## src/common/frsp_map.vh

```
`ifndef FRSP_MAP_VH
`define FRSP_MAP_VH
// object indices
`define FRSP_IDX_ERR_REG      16'h1001
`define FRSP_IDX_HISTORY      16'h1003
`define FRSP_IDX_SYNC_ID      16'h1005
`define FRSP_IDX_CYCLE        16'h1006
// reset values
`define FRSP_SYNC_ID_RST      32'h00000080
`define FRSP_CYCLE_RST        32'h00000000
// field positions
`define FRSP_PRODUCER_BIT     30
`define FRSP_ID_MSB           10
`define FRSP_NUM_MSB          31
`define FRSP_NUM_LSB          24
`define FRSP_CLASS_MSB        23
`define FRSP_CLASS_LSB        16
`define FRSP_CODE_MSB         15
// timing
`define FRSP_CLK_HZ           10000000
`define FRSP_US_NS            1000
`define FRSP_CLK_NS           100
`define FRSP_CYC_PER_US       (`FRSP_US_NS / `FRSP_CLK_NS)
// fault causes
`define FRSP_C_WATCHDOG       5'd0
`define FRSP_C_GENERAL        5'd1
`define FRSP_C_OUT_CURRENT    5'd2
`define FRSP_C_VOLTAGE        5'd3
`define FRSP_C_TEMP           5'd4
`define FRSP_C_INTERLOCK      5'd5
`define FRSP_C_SW_GENERIC     5'd6
`define FRSP_C_RATED_CUR      5'd7
`define FRSP_C_BALLAST        5'd8
`define FRSP_C_BLOCKED        5'd9
`define FRSP_C_CORR_FACTOR    5'd10
`define FRSP_C_SENSOR1        5'd11
`define FRSP_C_SENSOR2        5'd12
`define FRSP_C_SENSOR3        5'd13
`define FRSP_C_SENSOR4UP      5'd14
`define FRSP_C_NVM            5'd15
`define FRSP_C_NVM_RESTART    5'd16
`define FRSP_C_BUS_MON        5'd17
`define FRSP_C_GUARD          5'd18
`define FRSP_C_PDO_LATE       5'd19
`define FRSP_C_PDO_LEN        5'd20
`define FRSP_C_PDO_LONG       5'd21
`define FRSP_C_SYNC_LEN       5'd22
`define FRSP_C_SLIP           5'd23
`define FRSP_C_FOLLOW         5'd24
`define FRSP_C_LIMIT          5'd25
`define FRSP_C_MOTOR_CFG      5'd26
`define FRSP_C_MOTOR_CUR      5'd27
`define FRSP_C_DOUT_CUR       5'd28
`endif

```

## src/hdl/frsp_encoder.v

```verilog
`timescale 1ns/1ps
`include "frsp_map.vh"
module frsp_encoder (
  input  wire [4:0]  cause,
  input  wire [7:0]  err_class,
  output reg  [31:0] record
);
  reg [7:0]  num;
  reg [15:0] code;
  always @* begin
    num  = 8'h00;
    code = 16'h1000;
    case (cause)
      `FRSP_C_WATCHDOG:    begin num = 8'd0;  code = 16'h6010; end // RQ6
      `FRSP_C_GENERAL:     begin num = 8'd4;  code = 16'h1000; end // RQ5
      `FRSP_C_OUT_CURRENT: begin num = 8'd2;  code = 16'h2300; end // RQ5
      `FRSP_C_VOLTAGE:     begin num = 8'd1;  code = 16'h3100; end // RQ5
      `FRSP_C_TEMP:        begin num = 8'd12; code = 16'h4200; end // RQ5
      `FRSP_C_INTERLOCK:   begin num = 8'd46; code = 16'h5540; end // RQ3
      `FRSP_C_SW_GENERIC:  begin num = 8'd25; code = 16'h6100; end // RQ3
      `FRSP_C_RATED_CUR:   begin num = 8'd22; code = 16'h6320; end // RQ2
      `FRSP_C_BALLAST:     begin num = 8'd40; code = 16'h7113; end // RQ3
      `FRSP_C_BLOCKED:     begin num = 8'd15; code = 16'h7121; end // RQ7
      `FRSP_C_CORR_FACTOR: begin num = 8'd32; code = 16'h7200; end // RQ3
      `FRSP_C_SENSOR1:     begin num = 8'd7;  code = 16'h7305; end // RQ7
      `FRSP_C_SENSOR2:     begin num = 8'd8;  code = 16'h7306; end // RQ7
      `FRSP_C_SENSOR3:     begin num = 8'd9;  code = 16'h7307; end // RQ7
      `FRSP_C_SENSOR4UP:   begin num = 8'd18; code = 16'h7307; end // RQ2
      `FRSP_C_NVM:         begin num = 8'd14; code = 16'h7600; end // RQ7
      `FRSP_C_NVM_RESTART: begin num = 8'd21; code = 16'h7600; end // RQ2
      `FRSP_C_BUS_MON:     begin num = 8'd4;  code = 16'h8100; end // RQ8
      `FRSP_C_GUARD:       begin num = 8'd6;  code = 16'h8130; end // RQ8
      `FRSP_C_PDO_LATE:    begin num = 8'd17; code = 16'h8200; end // RQ9
      `FRSP_C_PDO_LEN:     begin num = 8'd19; code = 16'h8210; end // RQ1
      `FRSP_C_PDO_LONG:    begin num = 8'd20; code = 16'h8220; end // RQ1
      `FRSP_C_SYNC_LEN:    begin num = 8'd27; code = 16'h8240; end // RQ1
      `FRSP_C_SLIP:        begin num = 8'd30; code = 16'h8400; end // RQ3
      `FRSP_C_FOLLOW:      begin num = 8'd13; code = 16'h8611; end // RQ10
      `FRSP_C_LIMIT:       begin num = 8'd10; code = 16'h8612; end // RQ10
      `FRSP_C_MOTOR_CFG:   begin num = 8'd23; code = 16'h1000; end // RQ2
      `FRSP_C_MOTOR_CUR:   begin num = 8'd24; code = 16'h2300; end // RQ3
      `FRSP_C_DOUT_CUR:    begin num = 8'd26; code = 16'h2300; end // RQ3
      default:             begin num = 8'd25; code = 16'h6100; end
    endcase
    record = {num, err_class, code}; // RQ19 RQ4
  end
endmodule // frsp_encoder

```

## src/hdl/frsp_sync_timer.v

```verilog
`timescale 1ns/1ps
`include "frsp_map.vh"
module frsp_sync_timer #(
  parameter CYC_PER_US = `FRSP_CYC_PER_US
) (
  input  wire        clk,
  input  wire        rst_n,
  input  wire        enable,
  input  wire [31:0] period_us,
  output reg         tick
);
  reg [15:0] pre;
  reg [31:0] us_cnt;
  wire       us_tick = (pre == CYC_PER_US - 1);
  always @(posedge clk or negedge rst_n) begin
    if (!rst_n) begin
      pre    <= 16'h0000;
      us_cnt <= 32'h00000000;
      tick   <= 1'b0;
    end else begin
      tick <= 1'b0;
      if (!enable || period_us == 32'h00000000) begin
        pre    <= 16'h0000;
        us_cnt <= 32'h00000000;
      end else begin
        pre <= us_tick ? 16'h0000 : pre + 16'h0001;
        if (us_tick) begin
          if (us_cnt >= period_us - 32'h00000001) begin
            us_cnt <= 32'h00000000;
            tick   <= 1'b1; // RQ15
          end else begin
            us_cnt <= us_cnt + 32'h00000001;
          end
        end
      end
    end
  end
endmodule // frsp_sync_timer

```

## src/hdl/frsp_top.v

```verilog
// Function
// RQ1 - PDO length faults get numbers 19, 20; unexpected sync length 27.
// RQ2 - Numbers 18 sensor four up, 21 storage restart, 22 rated current, 23 config.
// RQ3 - Numbers 24, 25, 26, 30, 32, 40, 46 for listed faults.
// RQ4 - Error class byte copies the current error register value.
// RQ5 - Codes 1000h, 2300h, 3100h, 4200h for general, current, voltage, temperature.
// RQ6 - Codes 5540h interlock, 6010h watchdog, 6100h software, 6320h rated current.
// RQ7 - Codes 7113h, 7121h, 7200h, 7305h-7307h sensors, 7600h storage.
// RQ8 - Codes 8100h bus monitoring, 8130h guard or heartbeat.
// RQ9 - Codes 8200h, 8210h, 8220h, 8240h for PDO and sync faults.
// RQ10 - Codes 8400h slip, 8611h following error, 8612h limit switch.
// RQ11 - Writer supplies a valid 11-bit standard identifier.
// RQ12 - New sync identifier takes effect only at restart or reset-communication.
// RQ13 - Sync identifier defaults to 80h.
// RQ14 - Bit 30 set makes the device the sync producer.
// RQ15 - Sync sent every cycle period microseconds; writers use 1000 us multiples.
// RQ16 - Writer picks an unassigned identifier.
// RQ17 - Both sync objects readable, writable and saved with communication settings.
// RQ18 - New record enters entry 1, others shift down, oldest dropped.
// RQ19 - Record holds number 31:24, class 23:16, code 15:0.
`timescale 1ns/1ps
`include "frsp_map.vh"
module frsp_top #(
  parameter DEPTH = 8
) (
  input  wire        CLK_SYS,
  input  wire        ARST_N,
  input  wire        OBJ_WR,
  input  wire        OBJ_RD,
  input  wire [15:0] OBJ_INDEX,
  input  wire [7:0]  OBJ_SUB,
  input  wire [31:0] OBJ_WDATA,
  output reg  [31:0] OBJ_RDATA,
  output reg         OBJ_ACK,
  output reg         OBJ_ABORT,
  input  wire        RESET_COMM,
  input  wire        NV_LOAD,
  input  wire [31:0] NV_SYNC_ID,
  input  wire [31:0] NV_CYCLE,
  output wire [31:0] NV_SAVE_SYNC_ID,
  output wire [31:0] NV_SAVE_CYCLE,
  input  wire [7:0]  ERROR_REG,
  input  wire        FAULT_STB,
  input  wire [4:0]  FAULT_CAUSE,
  output reg  [31:0] NEW_RECORD,
  output reg  [7:0]  ERR_COUNT,
  output reg  [10:0] SYNC_ID_ACTIVE,
  output reg         SYNC_PRODUCER,
  output wire        SYNC_TX
);
  // ****************************************
  // reset release
  // ****************************************
  reg  rst_q1;
  reg  rst_n;
  always @(posedge CLK_SYS or negedge ARST_N) begin
    if (!ARST_N) begin
      rst_q1 <= 1'b0;
      rst_n  <= 1'b0;
    end else begin
      rst_q1 <= 1'b1;
      rst_n  <= rst_q1;
    end
  end
  // ****************************************
  // sync configuration objects
  // ****************************************
  reg  [31:0] sync_identifier;
  reg  [31:0] sync_cycle_period;
  reg         started;
  wire        wr_id  = OBJ_WR && OBJ_INDEX == `FRSP_IDX_SYNC_ID && OBJ_SUB == 8'h00;
  wire        wr_cyc = OBJ_WR && OBJ_INDEX == `FRSP_IDX_CYCLE && OBJ_SUB == 8'h00;
  always @(posedge CLK_SYS or negedge rst_n) begin
    if (!rst_n) begin
      sync_identifier   <= `FRSP_SYNC_ID_RST; // RQ13
      sync_cycle_period <= `FRSP_CYCLE_RST;
    end else if (NV_LOAD) begin
      sync_identifier   <= NV_SYNC_ID; // RQ17
      sync_cycle_period <= NV_CYCLE;
    end else begin
      if (wr_id)
        sync_identifier <= OBJ_WDATA; // RQ17
      if (wr_cyc)
        sync_cycle_period <= OBJ_WDATA; // RQ17 RQ15
    end
  end
  assign NV_SAVE_SYNC_ID = sync_identifier; // RQ17
  assign NV_SAVE_CYCLE   = sync_cycle_period;
  // identifier and producer role latched only at restart or reset-communication
  always @(posedge CLK_SYS or negedge rst_n) begin
    if (!rst_n) begin
      started        <= 1'b0;
      SYNC_ID_ACTIVE <= 11'h000;
      SYNC_PRODUCER  <= 1'b0;
    end else begin
      started <= 1'b1;
      if (!started || RESET_COMM) begin
        SYNC_ID_ACTIVE <= sync_identifier[`FRSP_ID_MSB:0]; // RQ12 RQ11
        SYNC_PRODUCER  <= sync_identifier[`FRSP_PRODUCER_BIT]; // RQ14 RQ12
      end
    end
  end
  frsp_sync_timer #(
    .CYC_PER_US (`FRSP_CYC_PER_US)
  ) u_timer (
    .clk       (CLK_SYS),
    .rst_n     (rst_n),
    .enable    (SYNC_PRODUCER), // RQ14
    .period_us (sync_cycle_period),
    .tick      (SYNC_TX)
  );
  // ****************************************
  // fault history
  // ****************************************
  wire [31:0] record;
  reg  [31:0] history [0:DEPTH-1];
  integer     i;
  frsp_encoder u_enc (
    .cause     (FAULT_CAUSE),
    .err_class (ERROR_REG), // RQ4
    .record    (record)
  );
  wire clr_count = OBJ_WR && OBJ_INDEX == `FRSP_IDX_HISTORY && OBJ_SUB == 8'h00 &&
                   OBJ_WDATA[7:0] == 8'h00;
  always @(posedge CLK_SYS or negedge rst_n) begin
    if (!rst_n) begin
      for (i = 0; i < DEPTH; i = i + 1)
        history[i] <= 32'h00000000;
      NEW_RECORD <= 32'h00000000;
      ERR_COUNT  <= 8'h00;
    end else begin
      if (FAULT_STB) begin
        history[0] <= record; // RQ18
        for (i = 1; i < DEPTH; i = i + 1)
          history[i] <= history[i-1]; // RQ18
        NEW_RECORD <= record;
        // a fault in the clearing cycle still counts
        if (clr_count)
          ERR_COUNT <= 8'h01;
        else if (ERR_COUNT < DEPTH)
          ERR_COUNT <= ERR_COUNT + 8'h01;
      end else if (clr_count) begin
        ERR_COUNT <= 8'h00;
      end
    end
  end
  // ****************************************
  // object read port and write acknowledge
  // ****************************************
  wire hist_ok = OBJ_SUB != 8'h00 && OBJ_SUB <= ERR_COUNT;
  always @(posedge CLK_SYS or negedge rst_n) begin
    if (!rst_n) begin
      OBJ_RDATA <= 32'h00000000;
      OBJ_ACK   <= 1'b0;
      OBJ_ABORT <= 1'b0;
    end else begin
      OBJ_ACK   <= 1'b0;
      OBJ_ABORT <= 1'b0;
      if (OBJ_RD) begin
        OBJ_ACK   <= 1'b1;
        OBJ_RDATA <= 32'h00000000;
        case (OBJ_INDEX)
          `FRSP_IDX_SYNC_ID: OBJ_RDATA <= sync_identifier; // RQ17
          `FRSP_IDX_CYCLE:   OBJ_RDATA <= sync_cycle_period; // RQ17
          `FRSP_IDX_ERR_REG: OBJ_RDATA <= {24'h000000, ERROR_REG};
          `FRSP_IDX_HISTORY: begin
            if (OBJ_SUB == 8'h00)
              OBJ_RDATA <= {24'h000000, ERR_COUNT};
            else if (hist_ok)
              OBJ_RDATA <= history[OBJ_SUB[2:0] - 3'd1];
            else
              OBJ_ABORT <= 1'b1;
          end
          default: OBJ_ABORT <= 1'b1;
        endcase
      end else if (OBJ_WR) begin
        OBJ_ACK <= 1'b1;
        if (!(wr_id || wr_cyc || clr_count))
          OBJ_ABORT <= 1'b1;
      end
    end
  end
endmodule // frsp_top

```

## config.mk

```make
export PLATFORM = sky130hd
export DESIGN_NAME = frsp_top
export DESIGN_NICKNAME = d
export VERILOG_FILES = /design/src/hdl/frsp_encoder.v /design/src/hdl/frsp_sync_timer.v /design/src/hdl/frsp_top.v
export VERILOG_INCLUDE_DIRS = /design/src /design/src/common
export SDC_FILE = /design/constraint.sdc
export NUM_CORES = 1
export LEC_CHECK = 0
export ABC_CLOCK_PERIOD_IN_PS = 15280
export BUFFER_PORTS_ARGS = -buffer_cell sky130_fd_sc_hd__buf_2
export CAP_MARGIN = 10
export CORE_ASPECT_RATIO = 1.5
export CORE_MARGIN = 1
export CORE_UTILIZATION = 45
export DETAILED_ROUTE_END_ITERATION = 10
export PLACE_DENSITY = 0.72
export SLEW_MARGIN = 5
export SYNTH_ARGS = -nofsm -noshare
export SYNTH_HDL_FRONTEND = slang
export SYNTH_SLANG_ARGS = --single-unit
export TNS_END_PERCENT = 50
```

## constraint.sdc

```tcl
create_clock -name CLK_SYS -period 15.28 [get_ports CLK_SYS]
set_clock_uncertainty 0.2 [all_clocks]
set_input_delay 3.056 -clock CLK_SYS [delete_from_list [all_inputs] [get_ports CLK_SYS]]
set_output_delay 3.056 -clock CLK_SYS [all_outputs]
set_load 0.005 [all_outputs]
```

### After elaboration in Yosys (flattened, before gate mapping)

Memory sizes are Yosys's and may differ from the RTL's. A register that Yosys moved wholly into a read port is not among the register bits.
Index checks and enable logic that the tools add are counted.

| cells by class | value |
|---|---|
| $add $sub $neg | 5 |
| order comparisons | 4 |
| eq/ne operators | 5 |
| muxes and demuxes | 30 |
| bitwise logic cells | 1 |
| reductions and logical operators | 26 |

Operators with widths:

| operator | number |
|---|---|
| 32-bit 2-to-1 mux | 11 |
| 32-bit one-hot mux with 4 select lines | 1 |
| 32-bit binary-select mux with 3-bit select | 1 |
| 16-bit by 13-bit == test with 1-bit output (second input constant) | 4 |
| 32-bit by 1-bit adder with 32-bit output (second input constant) | 1 |
| 32-bit >= comparator | 1 |
| 32-bit zero test | 1 |
| 16-bit 2-to-1 mux | 2 |
| 8-bit 2-to-1 mux | 4 |
| 32-bit by 1-bit subtractor with 32-bit output (second input constant) | 1 |
| 16-bit by 1-bit adder with 16-bit output (second input constant) | 1 |
| 16-bit by 4-bit == test with 1-bit output (second input constant) | 1 |
| 8-bit zero test | 2 |
| 1-bit 2-to-1 mux | 10 |
| 2-bit nonzero test | 5 |
| 8-bit by 1-bit adder with 8-bit output (second input constant) | 1 |
| 8-bit less-or-equal comparator | 1 |
| 1-bit logical AND | 8 |
| 8-bit by 4-bit < comparator with 1-bit output (second input constant) | 1 |
| 8-bit nonzero test | 1 |
| 4-bit >= comparator (second input constant) | 1 |
| 1-bit logical OR | 4 |
| 3-bit NOT with 4-bit output | 1 |
| 1-bit zero test | 3 |
| other kinds (4) | 4 |

| word-level totals | value |
|---|---|
| register bits | 426 |
| memory bits (read-only) | 608 |
| input port bits | 140 |
| output and inout port bits | 151 |
| word-level logic and storage cells | 94 |
| memories kept | 1 |

Memory list:

| memory | words | width | rd ports | clocked after memory_dff | wr ports | RTL line | RTL |
|---|---|---|---|---|---|---|---|
| (no name shown) | 32 | 19 | 1 | 1 | 0 | frsp_encoder.v:13 | `case (cause)` |

### Longest topological paths before layout

| depth | value |
|---|---|
| depth in word-level cells | 8 |
| gate-level depth with buffers | 17 |
| depth with buffers taken out | 14 |

### Hierarchy

Synthesis repeated with hierarchy kept, for this count alone.

| second synthesis, totals | value |
|---|---|
| cell total of the unflattened synthesis | 1,879 |
| area, all modules | 22,550.4 um^2 |

By module, submodules not included:

| module | times used | cells an instance | area each (um^2) | seq. area each (um^2) |
|---|---|---|---|---|
| frsp_top | 1 | 1,276 | 17,750.8 | 9,435.3 |
| frsp_sync_timer | 1 | 463 | 3,863.7 | 1,226.2 |
| frsp_encoder | 1 | 140 | 935.9 | 0.0 |

### Least setup slack after synthesis

No wires, ideal clock.

| path | value |
|---|---|
| kind | input-to-reg |
| from | input port OBJ_SUB[0] |
| to | register OBJ_RDATA[16] |
| setup time | 0.132 ns |
| data arrival time | 5.837 ns |
| required time | 14.948 ns |
| path slack | 9.111 ns |
| stages | 10 |
| buffers on the path | 4 |
| cells stage by stage | buf_2 buf_1 inv_1 ha_1 clkbuf_1 clkbuf_1 mux4_2 mux2_2 a222oi_1 o2bb2ai_1 |

| between the ends | value |
|---|---|
| cells in the longest elaborated chain, start to end | 8 |
| elaborated cells between the ends (all ways) | 12 |
| classes of those cells | add/sub: 1; order compare: 1; mux: 6; bitwise: 1; reduce/logical: 3 |

RTL lines:

| element | RTL line | RTL |
|---|---|---|
| start, declared | frsp_top.v:31 | `input wire [7:0] OBJ_SUB,` |
| 3-bit by 1-bit subtractor with 3-bit output | frsp_top.v:170 | `OBJ_RDATA <= history[OBJ_SUB[2:0] - 3'd1];` |
| 3-bit NOT with 4-bit output (implied by the code) | frsp_top.v:170 |  |
| 32-bit binary-select mux with 3-bit select | frsp_top.v:170 |  |
| 32-bit 2-to-1 mux (implied by the code) (2 in a row) | frsp_top.v:170 |  |
| 32-bit 2-to-1 mux | frsp_top.v:169 | `else if (hist_ok)` |
| 32-bit 2-to-1 mux * | frsp_top.v:167 | `if (OBJ_SUB == 8'h00)` |
| 32-bit one-hot mux with 4 select lines * | frsp_top.v:162 | `case (OBJ_INDEX)` |
| end signal, assigned | frsp_top.v:163 | `` `FRSP_IDX_SYNC_ID: OBJ_RDATA <= sync_identifier; `` |
| end signal, assigned | frsp_top.v:168 | `OBJ_RDATA <= {24'h000000, ERR_COUNT};` |
| end signal, assigned | frsp_top.v:170 |  |
| end, declared | frsp_top.v:33 | `output reg [31:0] OBJ_RDATA,` |

Every way passes the cells marked *; elsewhere a longest branch is shown, timed or not. The select of a mux whose other input is x is not followed.
A chain may end at the register's enable or synchronous reset.

### Worst setup path after layout

| path | value |
|---|---|
| from | input port OBJ_INDEX[5] |
| to | register sync_cycle_period[26], in the netlist NV_SAVE_CYCLE[26] |

| between the ends | value |
|---|---|
| cells in the longest elaborated chain, start to end | 4 |

RTL lines:

| element | RTL line | RTL |
|---|---|---|
| start, declared | frsp_top.v:30 | `input wire [15:0] OBJ_INDEX,` |
| 16-bit by 13-bit == test with 1-bit output | -- |  |
| 1-bit logical AND (no line) | -- |  |
| 1-bit logical AND | frsp_top.v:72 | `` wire wr_cyc = OBJ_WR && OBJ_INDEX == `FRSP_IDX_CYCLE && OBJ_SUB == 8'h00; `` |
| 2-bit nonzero test (no line) | -- |  |
| end signal, assigned | frsp_top.v:76 | `` sync_cycle_period <= `FRSP_CYCLE_RST; `` |
| end, declared | frsp_top.v:69 | `reg [31:0] sync_cycle_period;` |

Every way passes these cells.

==> impl_metrics.env <==
export IMPL_setup_viol=0
export IMPL_path_class="in -> reg"
export IMPL_diodes=0
export IMPL_max_freq_mhz=170.7
export IMPL_synth_area_um2=20260
export IMPL_p_leak_uw=0.01010
export IMPL_drc=0
export IMPL_synth_avg_cell_area_um2=11.88
export IMPL_antenna_found_initial=0
export IMPL_overflow=0
export IMPL_crit_chain="buf_2, nor4_1, nand4_1, nor3_4, buf_4, and3_2, mux2i_1, o21ai_0"
export IMPL_die_w_um=175.3
export IMPL_portBuffers=285
export IMPL_endpoint_kind="register"
export IMPL_p_comb_frac=0.168
export IMPL_r2r_end="u_timer.us_cnt[19]"
export IMPL_setup_worst_path_start="OBJ_INDEX[5]"
export IMPL_ys_seq_area_frac=0.4767
export IMPL_syn2layout_area_growth_pct=14.19
export IMPL_critPathLaunchType="primary input"
export IMPL_grt_max_degree=152
export IMPL_intPower_uw=1959
export IMPL_final_nets=2110
export IMPL_clock_latency_ns=0.53
export IMPL_path_clk_slew_ns=0.06
export IMPL_switching_share=0.2717
export IMPL_ys_async_sr_fraction=1.000
export IMPL_p_clk_frac=0.338
export IMPL_grtUsageTotal=0.2434
export IMPL_cp_required_ns=15.45
export IMPL_power_density_nw_per_um2=116.3
export IMPL_fp_row_count=94
export IMPL_drt_initial_drc_count=1115
export IMPL_finalHoldViolCount=0
export IMPL_routedWlPerCell_um=22.04
export IMPL_synth_common_cells="dfrtp_1 (385), mux2_2 (240), nand2_1 (129)"
export IMPL_reg2regPathDepth=13
export IMPL_synth_seq_cells=386
export IMPL_die_area_um2=45900
export IMPL_synth_top_cell_by_area="dfrtp_1"
export IMPL_hold_path_class="reg -> async"
export IMPL_layout_drive_gt1_share=0.3529
export IMPL_grt_pass1_vias=15050
export IMPL_slew_headroom=0.1696
export IMPL_grt_pass1_wl_mm=87.17
export IMPL_final_antenna_net_count=0
export IMPL_synthTopCellsByArea="dfrtp_1 (48%), mux2_2 (13%), mux4_2 (6.1%)"
export IMPL_yosysWarnings=0
export IMPL_yosysUniqueCellTypes=74
export IMPL_crit_end="NV_SAVE_CYCLE[26]"
export IMPL_synth_cells=1706
export IMPL_cts_resized=0
export IMPL_cts_buffers=39
export IMPL_reg2reg_slack_ns=9.92
export IMPL_finalSetupTns_ns=0
export IMPL_die_h_um=261.9
export IMPL_wirelength_mm=55.53
export IMPL_dpl_cell_area_um2=21930
export IMPL_peakVddDrop_uv=85.57
export IMPL_io_pins=291
export IMPL_arrival_ns=6.03
export IMPL_n_fill_cell=3782
export IMPL_worst_hold_slack_ns=0.01183
export IMPL_stdcell_count=2520
export IMPL_dr_pass1_iters=7
export IMPL_yosysMostFrequentCell="dfrtp_1"
export IMPL_slew_violations=0
export IMPL_min_period_ns=5.858
export IMPL_setup_slack_ns=9.422
export IMPL_outcome="completed"
export IMPL_final_cell_area_um2=23140
export IMPL_tightest_slew_ns=1.246
export IMPL_holdBufCountCts=0
export IMPL_synth_top_area_frac=0.4754
export IMPL_start_util=0.4595
export IMPL_cts_root_buf="clkbuf_16"
export IMPL_crit_path_max_incr_delay_ns=1.01
export IMPL_synth_top_flop_cell="dfrtp_1"
export IMPL_p_switching_uw=731.0
export IMPL_dp_cells=2451
export IMPL_clock_path_buffers=3
export IMPL_route_vias_total=14980
export IMPL_post_place_ws_ns=8.934
export IMPL_clock_sinks=386
export IMPL_rsz0062_at_grt="no"
export IMPL_gp_congestion=0.9703
export IMPL_h_tree_depth=2
export IMPL_viasPerCell=5.943
export IMPL_power_frac_seq=0.494
export IMPL_hpwl_mm=39.39
export IMPL_crit_fanout=33
export IMPL_cts_tree="done"
export IMPL_core_um2=44100
export IMPL_r2r_start="NV_SAVE_CYCLE[4]"
export IMPL_slowest_stage="and3_2"
export IMPL_fin_crit_sh=0.3834
export IMPL_post_cts_buffers=0
export IMPL_synth_edf_count=0
export IMPL_drv_cap=0
## per-layer routing
metal / vias up / GRT usage / part of all wire
li1: 6756 / - / -
met1: 7609 / 0.3022 / 0.39
met2: 503 / 0.4328 / 0.52
met3: 108 / 0.02778 / 0.051
met4: 0 / 0.09662 / 0.036
met5: - / 0 / 0
## layout by cell type, fill, tap and decap left out, types with 17 or more instances in the layout
cell | Yosys | layout
a21oi_1 | 37 | 37
a222oi_1 | 23 | 23
buf_2 | 13 | 282
buf_4 | 38 | 17
clkbuf_16 | 0 | 39
dfrtp_1 | 385 | 384
ha_1 | 53 | 52
inv_1 | 33 | 33
mux2_2 | 240 | 240
mux2i_1 | 66 | 66
mux4_2 | 55 | 55
nand2_1 | 129 | 129
nand3_1 | 23 | 23
nand4_1 | 23 | 23
nor2_1 | 69 | 69
nor3_1 | 26 | 26
nor4_1 | 31 | 30
o21ai_0 | 99 | 99
o2bb2ai_1 | 26 | 26
xnor2_1 | 26 | 26
xor2_1 | 27 | 26
## flip-flops by register name (all words and copies together) (netlist names)
signal and cells:
OBJ_ACK 1, rst_q1 1, OBJ_RDATA 32, rst_n 1
ERR_COUNT 8, SYNC_ID_ACTIVE 11, NV_SAVE_CYCLE 32, SYNC_PRODUCER 1
NV_SAVE_SYNC_ID 32, OBJ_ABORT 1, u_timer.pre 16, u_timer.us_cnt 32
u_timer.tick 1, started 1, history 216
## how the worst min path moves through the flow
stage | endpoint | slack, ns | cells after the start
after floorplan | rst_n | 0.13 | 0
after global placement | rst_n | 0.13 | 0
after detailed placement | rst_n | 0.13 | 0
after CTS | rst_n | 0.15 | 0
after global routing | history[175] | 0.04 | 0
final | history[174] | 0.01 | 0
## through the flow
| step | power, uW | utilization |
|---|---|---|
| 2_1_floorplan | 1636 | - |
| 3_5_place_dp | 1799 | 0.4973 |
| 6_report | 2690 | 0.5247 |
| 3_3_place_gp | 1769 | 0.4973 |
| 5_1_grt | 2814 | 0.5247 |
| 4_1_cts | 2711 | 0.5241 |
## layout make-up
class,instances,area (um2),share of cell area
flip-flops and latches,386,9664,0.4176
multi-input cells,1155,9853,0.4258
clock inverters,16,113.9,0.004920
repair buffers,302,1600,0.06915
well taps,576,720.7,0.03114
inverters,33,123.9,0.005353
clock buffers,52,1065,0.04601
## power by group through the flow
stage	combinational (uW)	clock (uW)	sequential, uW
after floorplan	333	0	1300
after global placement	433	0	1340
after detailed placement	449	0	1350
after CTS	452	926	1330
after global routing	494	965	1360
final	451	910	1330
## cell families (layout without fill, tap and decap cells)
| kind of cell | Yosys count | after routing | synth area share |
|---|---|---|---|
| AND/OR/NAND/NOR | 393 | 393 | 0.1013 |
| flip-flops | 386 | 386 | 0.4767 |
| multiplexers | 361 | 361 | 0.2271 |
| AO/OA/AOI/OAI | 288 | 288 | 0.09885 |
| buffers and inverters | 170 | 403 | 0.04007 |
| adder cells (fa/ha/maj) | 53 | 53 | 0.03272 |
| XOR/XNOR | 53 | 53 | 0.02291 |
| other | 2 | 7 | 0.0003706 |
## critical path, delay by kind of cell
family / cells / cell delay, ns
simple gates: 4 / 1.97
compound gates: 1 / 0.11
buf+inv: 2 / 0.55
mux: 1 / 0.28
Power figures use the tool's default switching activity.
